==> src/rtl/rdb_params.svh <==
// Constants for the receive data cell buffer pointer block
`ifndef RDB_PARAMS_SVH
`define RDB_PARAMS_SVH
// Register indices; byte address is four times the index
`define RDB_IDX_CTRL      16'h2020
`define RDB_IDX_STATUS    16'h2022
`define RDB_IDX_CONFIG    16'h2024
`define RDB_IDX_WR_PTR    16'h2026
`define RDB_IDX_RD_PTR    16'h2028
`define RDB_IDX_COUNT     16'h202A
`define RDB_IDX_MASK      16'h2030
// Reset values
`define RDB_RST_WR_PTR    7'h00
`define RDB_RST_RD_PTR    7'h7F
`define RDB_RST_COUNT     16'h0000
`define RDB_RST_CONFIG    13'h0000
// Field positions
`define RDB_CTRL_ENB      0
`define RDB_CFG_SIZE_LO   0
`define RDB_CFG_SIZE_HI   1
`define RDB_CFG_BASE_LO   2
`define RDB_CFG_BASE_HI   12
`define RDB_ST_OVERRUN    1
`define RDB_ST_ARRIVAL    2
`define RDB_ST_ROLLOVER   4
// Smallest buffer and words per cell
`define RDB_MIN_CELLS     8'h10
`define RDB_CELL_SHIFT    5
`define RDB_BASE_SHIFT    9
`define RDB_COUNT_MAX     16'hFFFF
`endif

==> src/rtl/rdb_pkg.sv <==
// Types shared by the receive data cell buffer pointer block
`default_nettype none
package rdb_pkg;
    // Latched AHB address phase
    typedef struct packed {
        logic        valid;
        logic        write;
        logic [15:0] idx;
    } rdb_ahb_req_t;
    // Sticky event flags
    typedef struct packed {
        logic rollover;
        logic arrival;
        logic overrun;
    } rdb_flags_t;
endpackage : rdb_pkg
`default_nettype wire

==> src/rtl/rdb_cell_addr.sv <==
// Word address of the cell currently being written
`default_nettype none
`include "rdb_params.svh"
module rdb_cell_addr
    import rdb_pkg::*;
#(
    parameter int ADDR_W = 20
) (
    // Clock and reset
    input  wire logic              hclk,
    input  wire logic              hresetn,
    // Buffer placement
    input  wire logic [10:0]       base_upper,
    input  wire logic [6:0]        write_ptr,
    // Result
    output logic [ADDR_W-1:0]      cell_addr
);
    // ==========================================================
    // Address composition
    // Base fills the upper bits, low nine bits forced to zero
    wire [ADDR_W-1:0] base_word = ADDR_W'({base_upper,
                                  `RDB_BASE_SHIFT'(0)});
    // Each cell spans 32 words
    wire [ADDR_W-1:0] cell_off  = ADDR_W'({write_ptr,
                                  `RDB_CELL_SHIFT'(0)});
    // Sum, not OR, so a misaligned base still yields a defined address
    wire [ADDR_W-1:0] next_addr = base_word + cell_off;

    // Registered output
    always_ff @(posedge hclk or negedge hresetn) begin
        if (!hresetn) begin
            cell_addr <= '0;
        end else begin
            cell_addr <= next_addr;
        end
    end
endmodule : rdb_cell_addr
`default_nettype wire

==> src/rtl/rdb_top.sv <==
// Receive data cell buffer pointers, counter and AHB-Lite registers
// ==========================================================
// Overview of operation
// - Size selector 00..11 gives 16, 32, 64 or 128 cells.
// - Base field config bits 12:2 gives address bits 19:9; 8:0 zero.
// - Cell address is base plus index times 32 words.
// - Read-only write pointer names cell in progress; steps per write.
// - Write pointer stays below the configured cell count, except between a size shrink and the next cell.
// - Write pointer cleared at reset and whenever enable is clear.
// - Software-owned read pointer; hardware never moves it.
// - Read pointer resets to 7Fh, the last cell of a 128-cell buffer.
// - Sixteen-bit read-only count of received cells.
// - While disabled, cells ignored and write pointer held at zero.
// - Sticky overrun flag when write pointer equals read pointer while enabled.
// - Sticky arrival flag per written cell; cleared by writing zero.
// - Sticky rollover flag on count overflow; cleared by writing zero.
//
// Local design decision: the AHB-Lite register port.
`default_nettype none
`include "rdb_params.svh"
module rdb_top
    import rdb_pkg::*;
#(
    parameter int ADDR_W = 20
) (
    // Clock and reset
    input  wire logic              hclk,
    input  wire logic              hresetn,
    // AHB-Lite slave
    input  wire logic              hsel,
    input  wire logic [31:0]       haddr,
    input  wire logic [1:0]        htrans,
    input  wire logic              hwrite,
    input  wire logic [2:0]        hsize,
    input  wire logic              hready,
    input  wire logic [31:0]       hwdata,
    output logic [31:0]            hrdata,
    output logic                   hreadyout,
    output logic                   hresp,
    // Receive path
    input  wire logic              cell_done,
    output logic [ADDR_W-1:0]      cell_addr,
    output logic                   rx_data_path_enable,
    // Interrupt
    output logic                   irq
);
    // ==========================================================
    // Registers
    logic [6:0]   cell_write_ptr;
    logic [6:0]   cell_read_ptr;
    logic [15:0]  cell_count;
    logic [1:0]   buffer_size_sel;
    logic [10:0]  buffer_base_upper;
    rdb_flags_t   flags;
    rdb_flags_t   irq_mask;
    rdb_ahb_req_t req;

    // ==========================================================
    // Bus decode
    // Non-sequential and sequential word transfers are claimed
    wire        addr_ok  = (haddr[31:18] == 14'h0000) &&
                           (haddr[1:0] == 2'h0);
    wire        take     = hsel && hready && htrans[1];
    wire [15:0] take_idx = haddr[17:2];
    wire        wr_now   = req.valid && req.write;
    wire        wr_ctrl  = wr_now && (req.idx == `RDB_IDX_CTRL);
    wire        wr_stat  = wr_now && (req.idx == `RDB_IDX_STATUS);
    wire        wr_cfg   = wr_now && (req.idx == `RDB_IDX_CONFIG);
    wire        wr_rdptr = wr_now && (req.idx == `RDB_IDX_RD_PTR);
    wire        wr_mask  = wr_now && (req.idx == `RDB_IDX_MASK);

    // Registers answer with no wait state and never an error
    assign hreadyout = 1'b1;
    assign hresp     = 1'b0;

    // Address phase capture; hsize is not checked, word only
    always_ff @(posedge hclk or negedge hresetn) begin
        if (!hresetn) begin
            req <= '0;
        end else if (hready) begin
            req.valid <= take && addr_ok;
            req.write <= hwrite;
            req.idx   <= take_idx;
        end
    end

    // ==========================================================
    // Status and read mux
    wire [15:0] status_word = 16'({flags.rollover, 1'b0, flags.arrival,
                                   flags.overrun, 1'b0});
    wire [15:0] mask_word   = 16'({irq_mask.rollover, 1'b0,
                                   irq_mask.arrival, irq_mask.overrun,
                                   1'b0});
    wire [15:0] cfg_word    = 16'({buffer_base_upper, buffer_size_sel});
    wire [15:0] ctrl_word   = 16'(rx_data_path_enable);
    logic [15:0] next_rdata;

    // Reserved bits and unmapped indices read as zero
    always_comb begin
        next_rdata = 16'h0000;
        unique case (take_idx)
            `RDB_IDX_CTRL:   next_rdata = ctrl_word;
            `RDB_IDX_STATUS: next_rdata = status_word;
            `RDB_IDX_CONFIG: next_rdata = cfg_word;
            `RDB_IDX_WR_PTR: next_rdata = 16'(cell_write_ptr);
            `RDB_IDX_RD_PTR: next_rdata = 16'(cell_read_ptr);
            `RDB_IDX_COUNT:  next_rdata = cell_count;
            `RDB_IDX_MASK:   next_rdata = mask_word;
            default:         next_rdata = 16'h0000;
        endcase
    end

    // Read data is sampled in the address phase, held for the data phase
    always_ff @(posedge hclk or negedge hresetn) begin
        if (!hresetn) begin
            hrdata <= 32'h0000_0000;
        end else if (take && !hwrite) begin
            hrdata <= addr_ok ? 32'(next_rdata) : 32'h0000_0000;
        end
    end

    // ==========================================================
    // Control, configuration and mask
    always_ff @(posedge hclk or negedge hresetn) begin
        if (!hresetn) begin
            rx_data_path_enable <= 1'b0;
            buffer_size_sel     <= 2'h0;
            buffer_base_upper   <= 11'h000;
            irq_mask            <= '0;
        end else begin
            if (wr_ctrl)
                rx_data_path_enable <= hwdata[`RDB_CTRL_ENB];
            if (wr_cfg) begin
                buffer_size_sel   <= hwdata[`RDB_CFG_SIZE_HI:
                                            `RDB_CFG_SIZE_LO];
                buffer_base_upper <= hwdata[`RDB_CFG_BASE_HI:
                                            `RDB_CFG_BASE_LO];
            end
            if (wr_mask) begin
                irq_mask.overrun  <= hwdata[`RDB_ST_OVERRUN];
                irq_mask.arrival  <= hwdata[`RDB_ST_ARRIVAL];
                irq_mask.rollover <= hwdata[`RDB_ST_ROLLOVER];
            end
        end
    end

    // ==========================================================
    // Write pointer
    // Capacity 16 shifted by the selector, minus one, is the top index
    wire [7:0] size_cells = 8'(`RDB_MIN_CELLS << buffer_size_sel);
    wire [6:0] top_index  = 7'(size_cells - 8'h01);
    wire       cell_ok    = cell_done && rx_data_path_enable;
    wire       at_top     = ((cell_write_ptr & top_index) == top_index);
    // Masking returns the pointer to range on the next cell if size shrinks mid-run
    wire [6:0] next_wp    = at_top ? `RDB_RST_WR_PTR
                          : 7'((cell_write_ptr & top_index) + 7'h01);

    always_ff @(posedge hclk or negedge hresetn) begin
        if (!hresetn) begin
            cell_write_ptr <= `RDB_RST_WR_PTR;
        end else if (!rx_data_path_enable) begin
            cell_write_ptr <= `RDB_RST_WR_PTR;
        end else if (cell_ok) begin
            cell_write_ptr <= next_wp;
        end
    end

    // ==========================================================
    // Read pointer, moved only by software
    always_ff @(posedge hclk or negedge hresetn) begin
        if (!hresetn) begin
            cell_read_ptr <= `RDB_RST_RD_PTR;
        end else if (wr_rdptr) begin
            cell_read_ptr <= hwdata[6:0];
        end
    end

    // ==========================================================
    // Received cell counter, wraps naturally
    wire count_wrap = cell_ok && (cell_count == `RDB_COUNT_MAX);

    always_ff @(posedge hclk or negedge hresetn) begin
        if (!hresetn) begin
            cell_count <= `RDB_RST_COUNT;
        end else if (cell_ok) begin
            cell_count <= cell_count + 16'h0001;
        end
    end

    // ==========================================================
    // Sticky flags: a set in the same cycle as a clear wins
    wire set_over = rx_data_path_enable &&
                    (cell_write_ptr == cell_read_ptr);
    wire clr_over = wr_stat && !hwdata[`RDB_ST_OVERRUN];
    wire clr_arr  = wr_stat && !hwdata[`RDB_ST_ARRIVAL];
    wire clr_roll = wr_stat && !hwdata[`RDB_ST_ROLLOVER];

    always_ff @(posedge hclk or negedge hresetn) begin
        if (!hresetn) begin
            flags <= '0;
        end else begin
            flags.overrun  <= set_over   || (flags.overrun  && !clr_over);
            flags.arrival  <= cell_ok ||
                              (flags.arrival && !clr_arr);
            flags.rollover <= count_wrap ||
                              (flags.rollover && !clr_roll);
        end
    end

    // Level interrupt from unmasked flags
    assign irq = |(flags & irq_mask);

    // ==========================================================
    // Cell address generation
    rdb_cell_addr #(
        .ADDR_W     (ADDR_W)
    ) u_cell_addr (
        .hclk       (hclk),
        .hresetn    (hresetn),
        .base_upper (buffer_base_upper),
        .write_ptr  (cell_write_ptr),
        .cell_addr  (cell_addr)
    );
endmodule : rdb_top
`default_nettype wire

==> config.mk <==
export PLATFORM = sky130hd
export DESIGN_NAME = rdb_top
export DESIGN_NICKNAME = d
export VERILOG_FILES = /design/src/rtl/rdb_pkg.sv /design/src/rtl/rdb_cell_addr.sv /design/src/rtl/rdb_top.sv
export VERILOG_INCLUDE_DIRS = /design/src /design/src/rtl
export SDC_FILE = /design/constraint.sdc
export NUM_CORES = 1
export LEC_CHECK = 0
export BUFFER_PORTS_ARGS = -buffer_cell sky130_fd_sc_hd__buf_4
export CELL_PAD_IN_SITES_DETAIL_PLACEMENT = 1
export CELL_PAD_IN_SITES_GLOBAL_PLACEMENT = 2
export CORE_MARGIN = 2
export CORE_UTILIZATION = 34
export CTS_CLUSTER_SIZE = 28
export DETAILED_ROUTE_END_ITERATION = 10
export PLACE_DENSITY_LB_ADDON = 0.15
export SKIP_CTS_REPAIR_TIMING = 1
export SYNTH_ARGS = -nofsm -noshare
export SYNTH_HDL_FRONTEND = slang
export SYNTH_SLANG_ARGS = --single-unit
==> constraint.sdc <==
create_clock -name hclk -period 2.34 [get_ports hclk]
set_clock_uncertainty 0.2 [all_clocks]
set_input_delay 0.468 -clock hclk [delete_from_list [all_inputs] [get_ports hclk]]
set_output_delay 0.468 -clock hclk [all_outputs]
set_load 0.05 [all_outputs]
Word-level counts from Yosys, hierarchy flattened
Cells that the tools add are included. Widths: inputs -> output; s select.

Register bits after elaboration: 120.

Shift operators: 1. Muxes and demuxes: 5. Equality and inequality tests: 16. Add/sub/neg operators: 4. Bitwise gates (word level): 2. Reductions and logical operators: 33.

Operators with widths (count): $eq 16x14->1 const B (12); $pmux 16 s7 (1); $mux 7 (3); $add 20x12->20 (1); $logic_and 1x1->1 (20); $add 16x1->16 const B (1); $eq 16x16->1 const B (1); $mux 16 (1); $eq 7x7->1 (2); $logic_not 14->1 (1); $add 7x1->7 const B (1); $and 7x7->7 (1); $logic_not 1->1 (7); $shl 5x2->7 const A (1); $sub 7x1->7 const B (1); $and 3x3->3 (1); $logic_or 1x1->1 (3); $reduce_or 3->1 (1); $logic_not 2->1 (1); $ne 2x1->1 const B (1).

Longest topological paths before layout
Depth after elaboration: 7. Depth in mapped cells: 7. Depth with buffers taken out: 6.

By module
A second synthesis with hierarchy kept.

Cells, all modules: 451. Area total of the unflattened synthesis: 5142.4 um2.

Modules (own cells, without submodules): rdb_top (seq. area each 2110.8 um2, area an instance 4471.8 um2, times used 1, cells each 396); rdb_cell_addr (seq. area each 375.4 um2, area an instance 670.6 um2, times used 1, cells each 55).

Worst setup path after synthesis
Ideal clock, no wire load.

Path type: register -> register. Start: reg rx_data_path_enable. End: reg cell_count[14]. Data required time: 2017 ps. Setup time: 123 ps. Stages on the path, launching flop included: 7. Path buffers: 1. Period minus slack after synthesis: 2085 ps. Arrival time: 1762 ps. Setup slack: 255 ps. Cells stage by stage: dfrtp_1 -> and2_1 -> buf_4 -> nand3_1 -> nor3_1 -> nand3_1 -> xnor2_1.

Cells in the longest elaborated chain, start to end: 1.

Ends and longest elaborated chain: start, declared (RTL line rdb_top.sv:43) `output logic rx_data_path_enable,`; start signal, assigned (RTL line rdb_top.sv:132) `` rx_data_path_enable <= hwdata[`RDB_CTRL_ENB]; ``; $logic_and 1x1->1 (RTL line rdb_top.sv:152) `wire cell_ok = cell_done && rx_data_path_enable;`; end signal, assigned (RTL line rdb_top.sv:184) `` cell_count <= `RDB_RST_COUNT; ``; end signal, assigned (RTL line rdb_top.sv:186) `cell_count <= cell_count + 16'h0001;`; end, declared (RTL line rdb_top.sv:51) `logic [15:0] cell_count;`.

Every way passes these cells. A chain may end at the register's enable or synchronous reset.

Final worst setup path
Start: reg flags[2] (netlist name). End: out irq.

Cells in the longest elaborated chain, start to end: 2.

Ends and longest elaborated chain: start, declared (RTL line rdb_top.sv:54) `rdb_flags_t flags;`; $and 3x3->3 (RTL line rdb_top.sv:211) `assign irq = |(flags & irq_mask);`; $reduce_or 3->1 (RTL line rdb_top.sv:211); end, declared (RTL line rdb_top.sv:45) `output logic irq`.

Every way passes these cells.

==> flow_summary.yaml <==
run_status:
  status: "complete, no violations"
power:
  vdd.ir_drop.worst_mv: 0.442
  finalPower_mw: 3.84
  powerDensity_nw_per_um2: 635
  power_leakage_nw: 2.76
synthesis:
  synth_seq_cells: 99
  netlist_top_cells_area: "dfrtp_1 (47%), mux2_2 (8.0%), dfstp_2 (3.7%), buf_4 (3.7%), xnor2_1 (3.5%)"
  synth_area_um2: 4930
  yosysTopAreaCellShare: 0.467
  postSynthCellCount: 427
  synth_largest_area_cell: "dfrtp_1"
  synth_warnings: 0
  ys.flop_type: "dfrtp_1"
  yosysUniqueCellTypes: 56
  avgSynthCellArea_um2: 11.6
  synth-seq-area-share: 0.504
  yosysMostFrequentCell: "dfrtp_1"
  async_reset_ff_frac: 1.00
  post_synth_most_frequent_cells: "dfrtp_1 (92), nand2_1 (36), mux2_2 (35)"
  synth_edf_count: 0
critical_path:
  cp_cell_sequence: "a222oi_1, inv_1, buf_4"
  reg2regPathDepth: 6
  r2r_slack_ns: 0.20
  worst-path-buf-inv: 2
  cp-end-kind: "primary output"
  cp_max_fo: 4
  reg2reg_to: "buffer_base_upper[6]"
  slowest_delay_ns: 0.45
  path_class: "reg -> out"
  critPathTopFamily: "compound AO/OA/AOI/OAI gates"
  crit_slowest_cell: "a222oi_1"
  crit_arrival_ns: 1.50
  start_kind: "register"
  regToRegStartpoint: "req[6]"
  critPathRequiredTime_ns: 1.67
grt:
  antenna_found_initial: 0
  overflow: 0
  grt_use_total: 0.169
  grt_pass1_wl_um: 20600
  first_global_vias: 3796
  grt_max_degree: 100
sta:
  finalSetupViolations: 0
  fin_crit_sh: 0.926
  fmax_mhz: 461
  relSlewSlack: 0.625
  worstMarginPinSlew_ns: 0.563
  fin_crit_ns: 2.17
  rsz0062_at_grt: "no"
  tns_ns: 0
  finalHoldViolCount: 0
  finalMaxSlewViolations: 0
clock_network:
  clk_latency_ns: 0.35
  cts_num_sinks: 99
  clockBufferDepth: 2
  root_buffer: "clkbuf_16"
  clkTransAtPathRegs_ns: 0.06
  cts.htree.levels: 3
  cts_tree: "built"
  cts_buffers: 9
floorplanning:
  rows: 44
  core-area_um2: 14400
  dieHeight_um: 124
  die_w_um: 124
  initial_core_util: 0.343
  pin_count: 131
  dieArea_um2: 15500
hold_path:
  hold_class: "in -> reg"
  hp-start: "hwdata[9]"
  hold_depth: 2
  holdPathEnd: "buffer_base_upper[7]"
place:
  dpl_cell_area_um2: 5780
  hpwl_um: 9370
  io_buffers: 84
  gp_congestion: 0.788
cells_and_area:
  drive_above_1_share: 0.330
  layout.nets: 607
  final_area_um2: 6050
  area_delta_synth_final_pct: 22.5
  fillerInstances: 1575
  antenna_cells: 0
route:
  drt_wl_total_um: 12500
  dr_total_vias: 3577
  drt-vias-per-instance: 5.00
  route.antenna.remaining_nets: 0
  post_drt_wl_per_cell_um: 17.4
  drtIter0Drc: 136
  first_pass_iters: 4
  drc: 0
run:
  cap_violations: 0
==> layout by cell type (no fill, tap or decap), types with 4 or more instances in the layout <==
cell	count
conb_1	23
nor2b_1	4
clkbuf_1	5
nand4_1	11
clkbuf_16	9
xor2_1	12
o21ai_0	13
nand3_1	7
dfstp_2	7
nand2_1	36
dfrtp_1	92
a22o_1	4
inv_1	5
o21ai_1	7
a21oi_1	11
nand2b_1	4
a221oi_1	6
mux2_2	35
nor2_1	27
and3_1	7
nor3_1	5
mux2_4	10
nor4_1	5
xnor2_1	20
o31ai_1	4
ha_1	5
buf_4	99
and2_1	8
a22oi_1	6
==> metrics by stage <==
step           std cells  hold WS [ns]  utilization  setup WS (ns)
6_report             715         0.155        0.421          0.173
2_1_floorplan        448       -0.0276            -          0.255
4_1_cts              714       0.00567        0.420          0.138
5_1_grt              715         0.146        0.421        0.00270
3_5_place_dp         698         0.283        0.402         0.0895
3_3_place_gp         698         0.273        0.402          0.128
==> per-layer routing <==
layer	vias up	global-route usage	wire length (µm)
li1	1685	-	-
met1	1811	0.212	5510
met5	-	0	0
met3	8	0.0442	469
met4	0	0.0370	138
met2	73	0.292	6340
==> sequential cells by signal, summed over array words and instances (netlist names), 7 cells and up <==
register               flops
buffer_base_upper         11
cell_count                16
cell_read_ptr              7
cell_write_ptr             7
hrdata                    16
req                       18
u_cell_addr.cell_addr     15
==> report_power, final <==
group | total (mW) | switching, mW | internal [mW]
logic | 0.545 | 0.313 | 0.232
clock network | 1.34 | 0.618 | 0.722
registers | 1.95 | 0.127 | 1.83
==> final cells by class <==
cell class	count	area, µm²	area share
flip-flops and latches	99	2490	0.411
multi-input cells	310	2280	0.377
repair buffers	101	773	0.128
clock buffers	14	244	0.0404
well taps	184	230	0.0381
inverters	5	18.8	0.00310
clock inverters	2	12.5	0.00207
==> how the worst max path moves through the flow <==
stage                                    from                   end  cells after the start
final                                flags[2]                   irq                      3
after global routing                   req[6]  buffer_base_upper[6]                      6
after CTS                              req[6]  buffer_base_upper[6]                      6
after detailed placement            haddr[11]            hrdata[10]                      6
after global placement              haddr[19]             hrdata[3]                      6
after floorplan           rx_data_path_enable        cell_count[14]                      6
==> logic make-up after synthesis <==
kind of cell	synth area share
adder cells (fa/ha/maj)	0.0167
buffers and inverters	0.0499
AND/OR/NAND/NOR	0.160
other	0.00152
AO/OA/AOI/OAI	0.0948
multiplexers	0.116
flip-flops	0.504
XOR/XNOR	0.0568
Power figures use the tool's default switching activity.
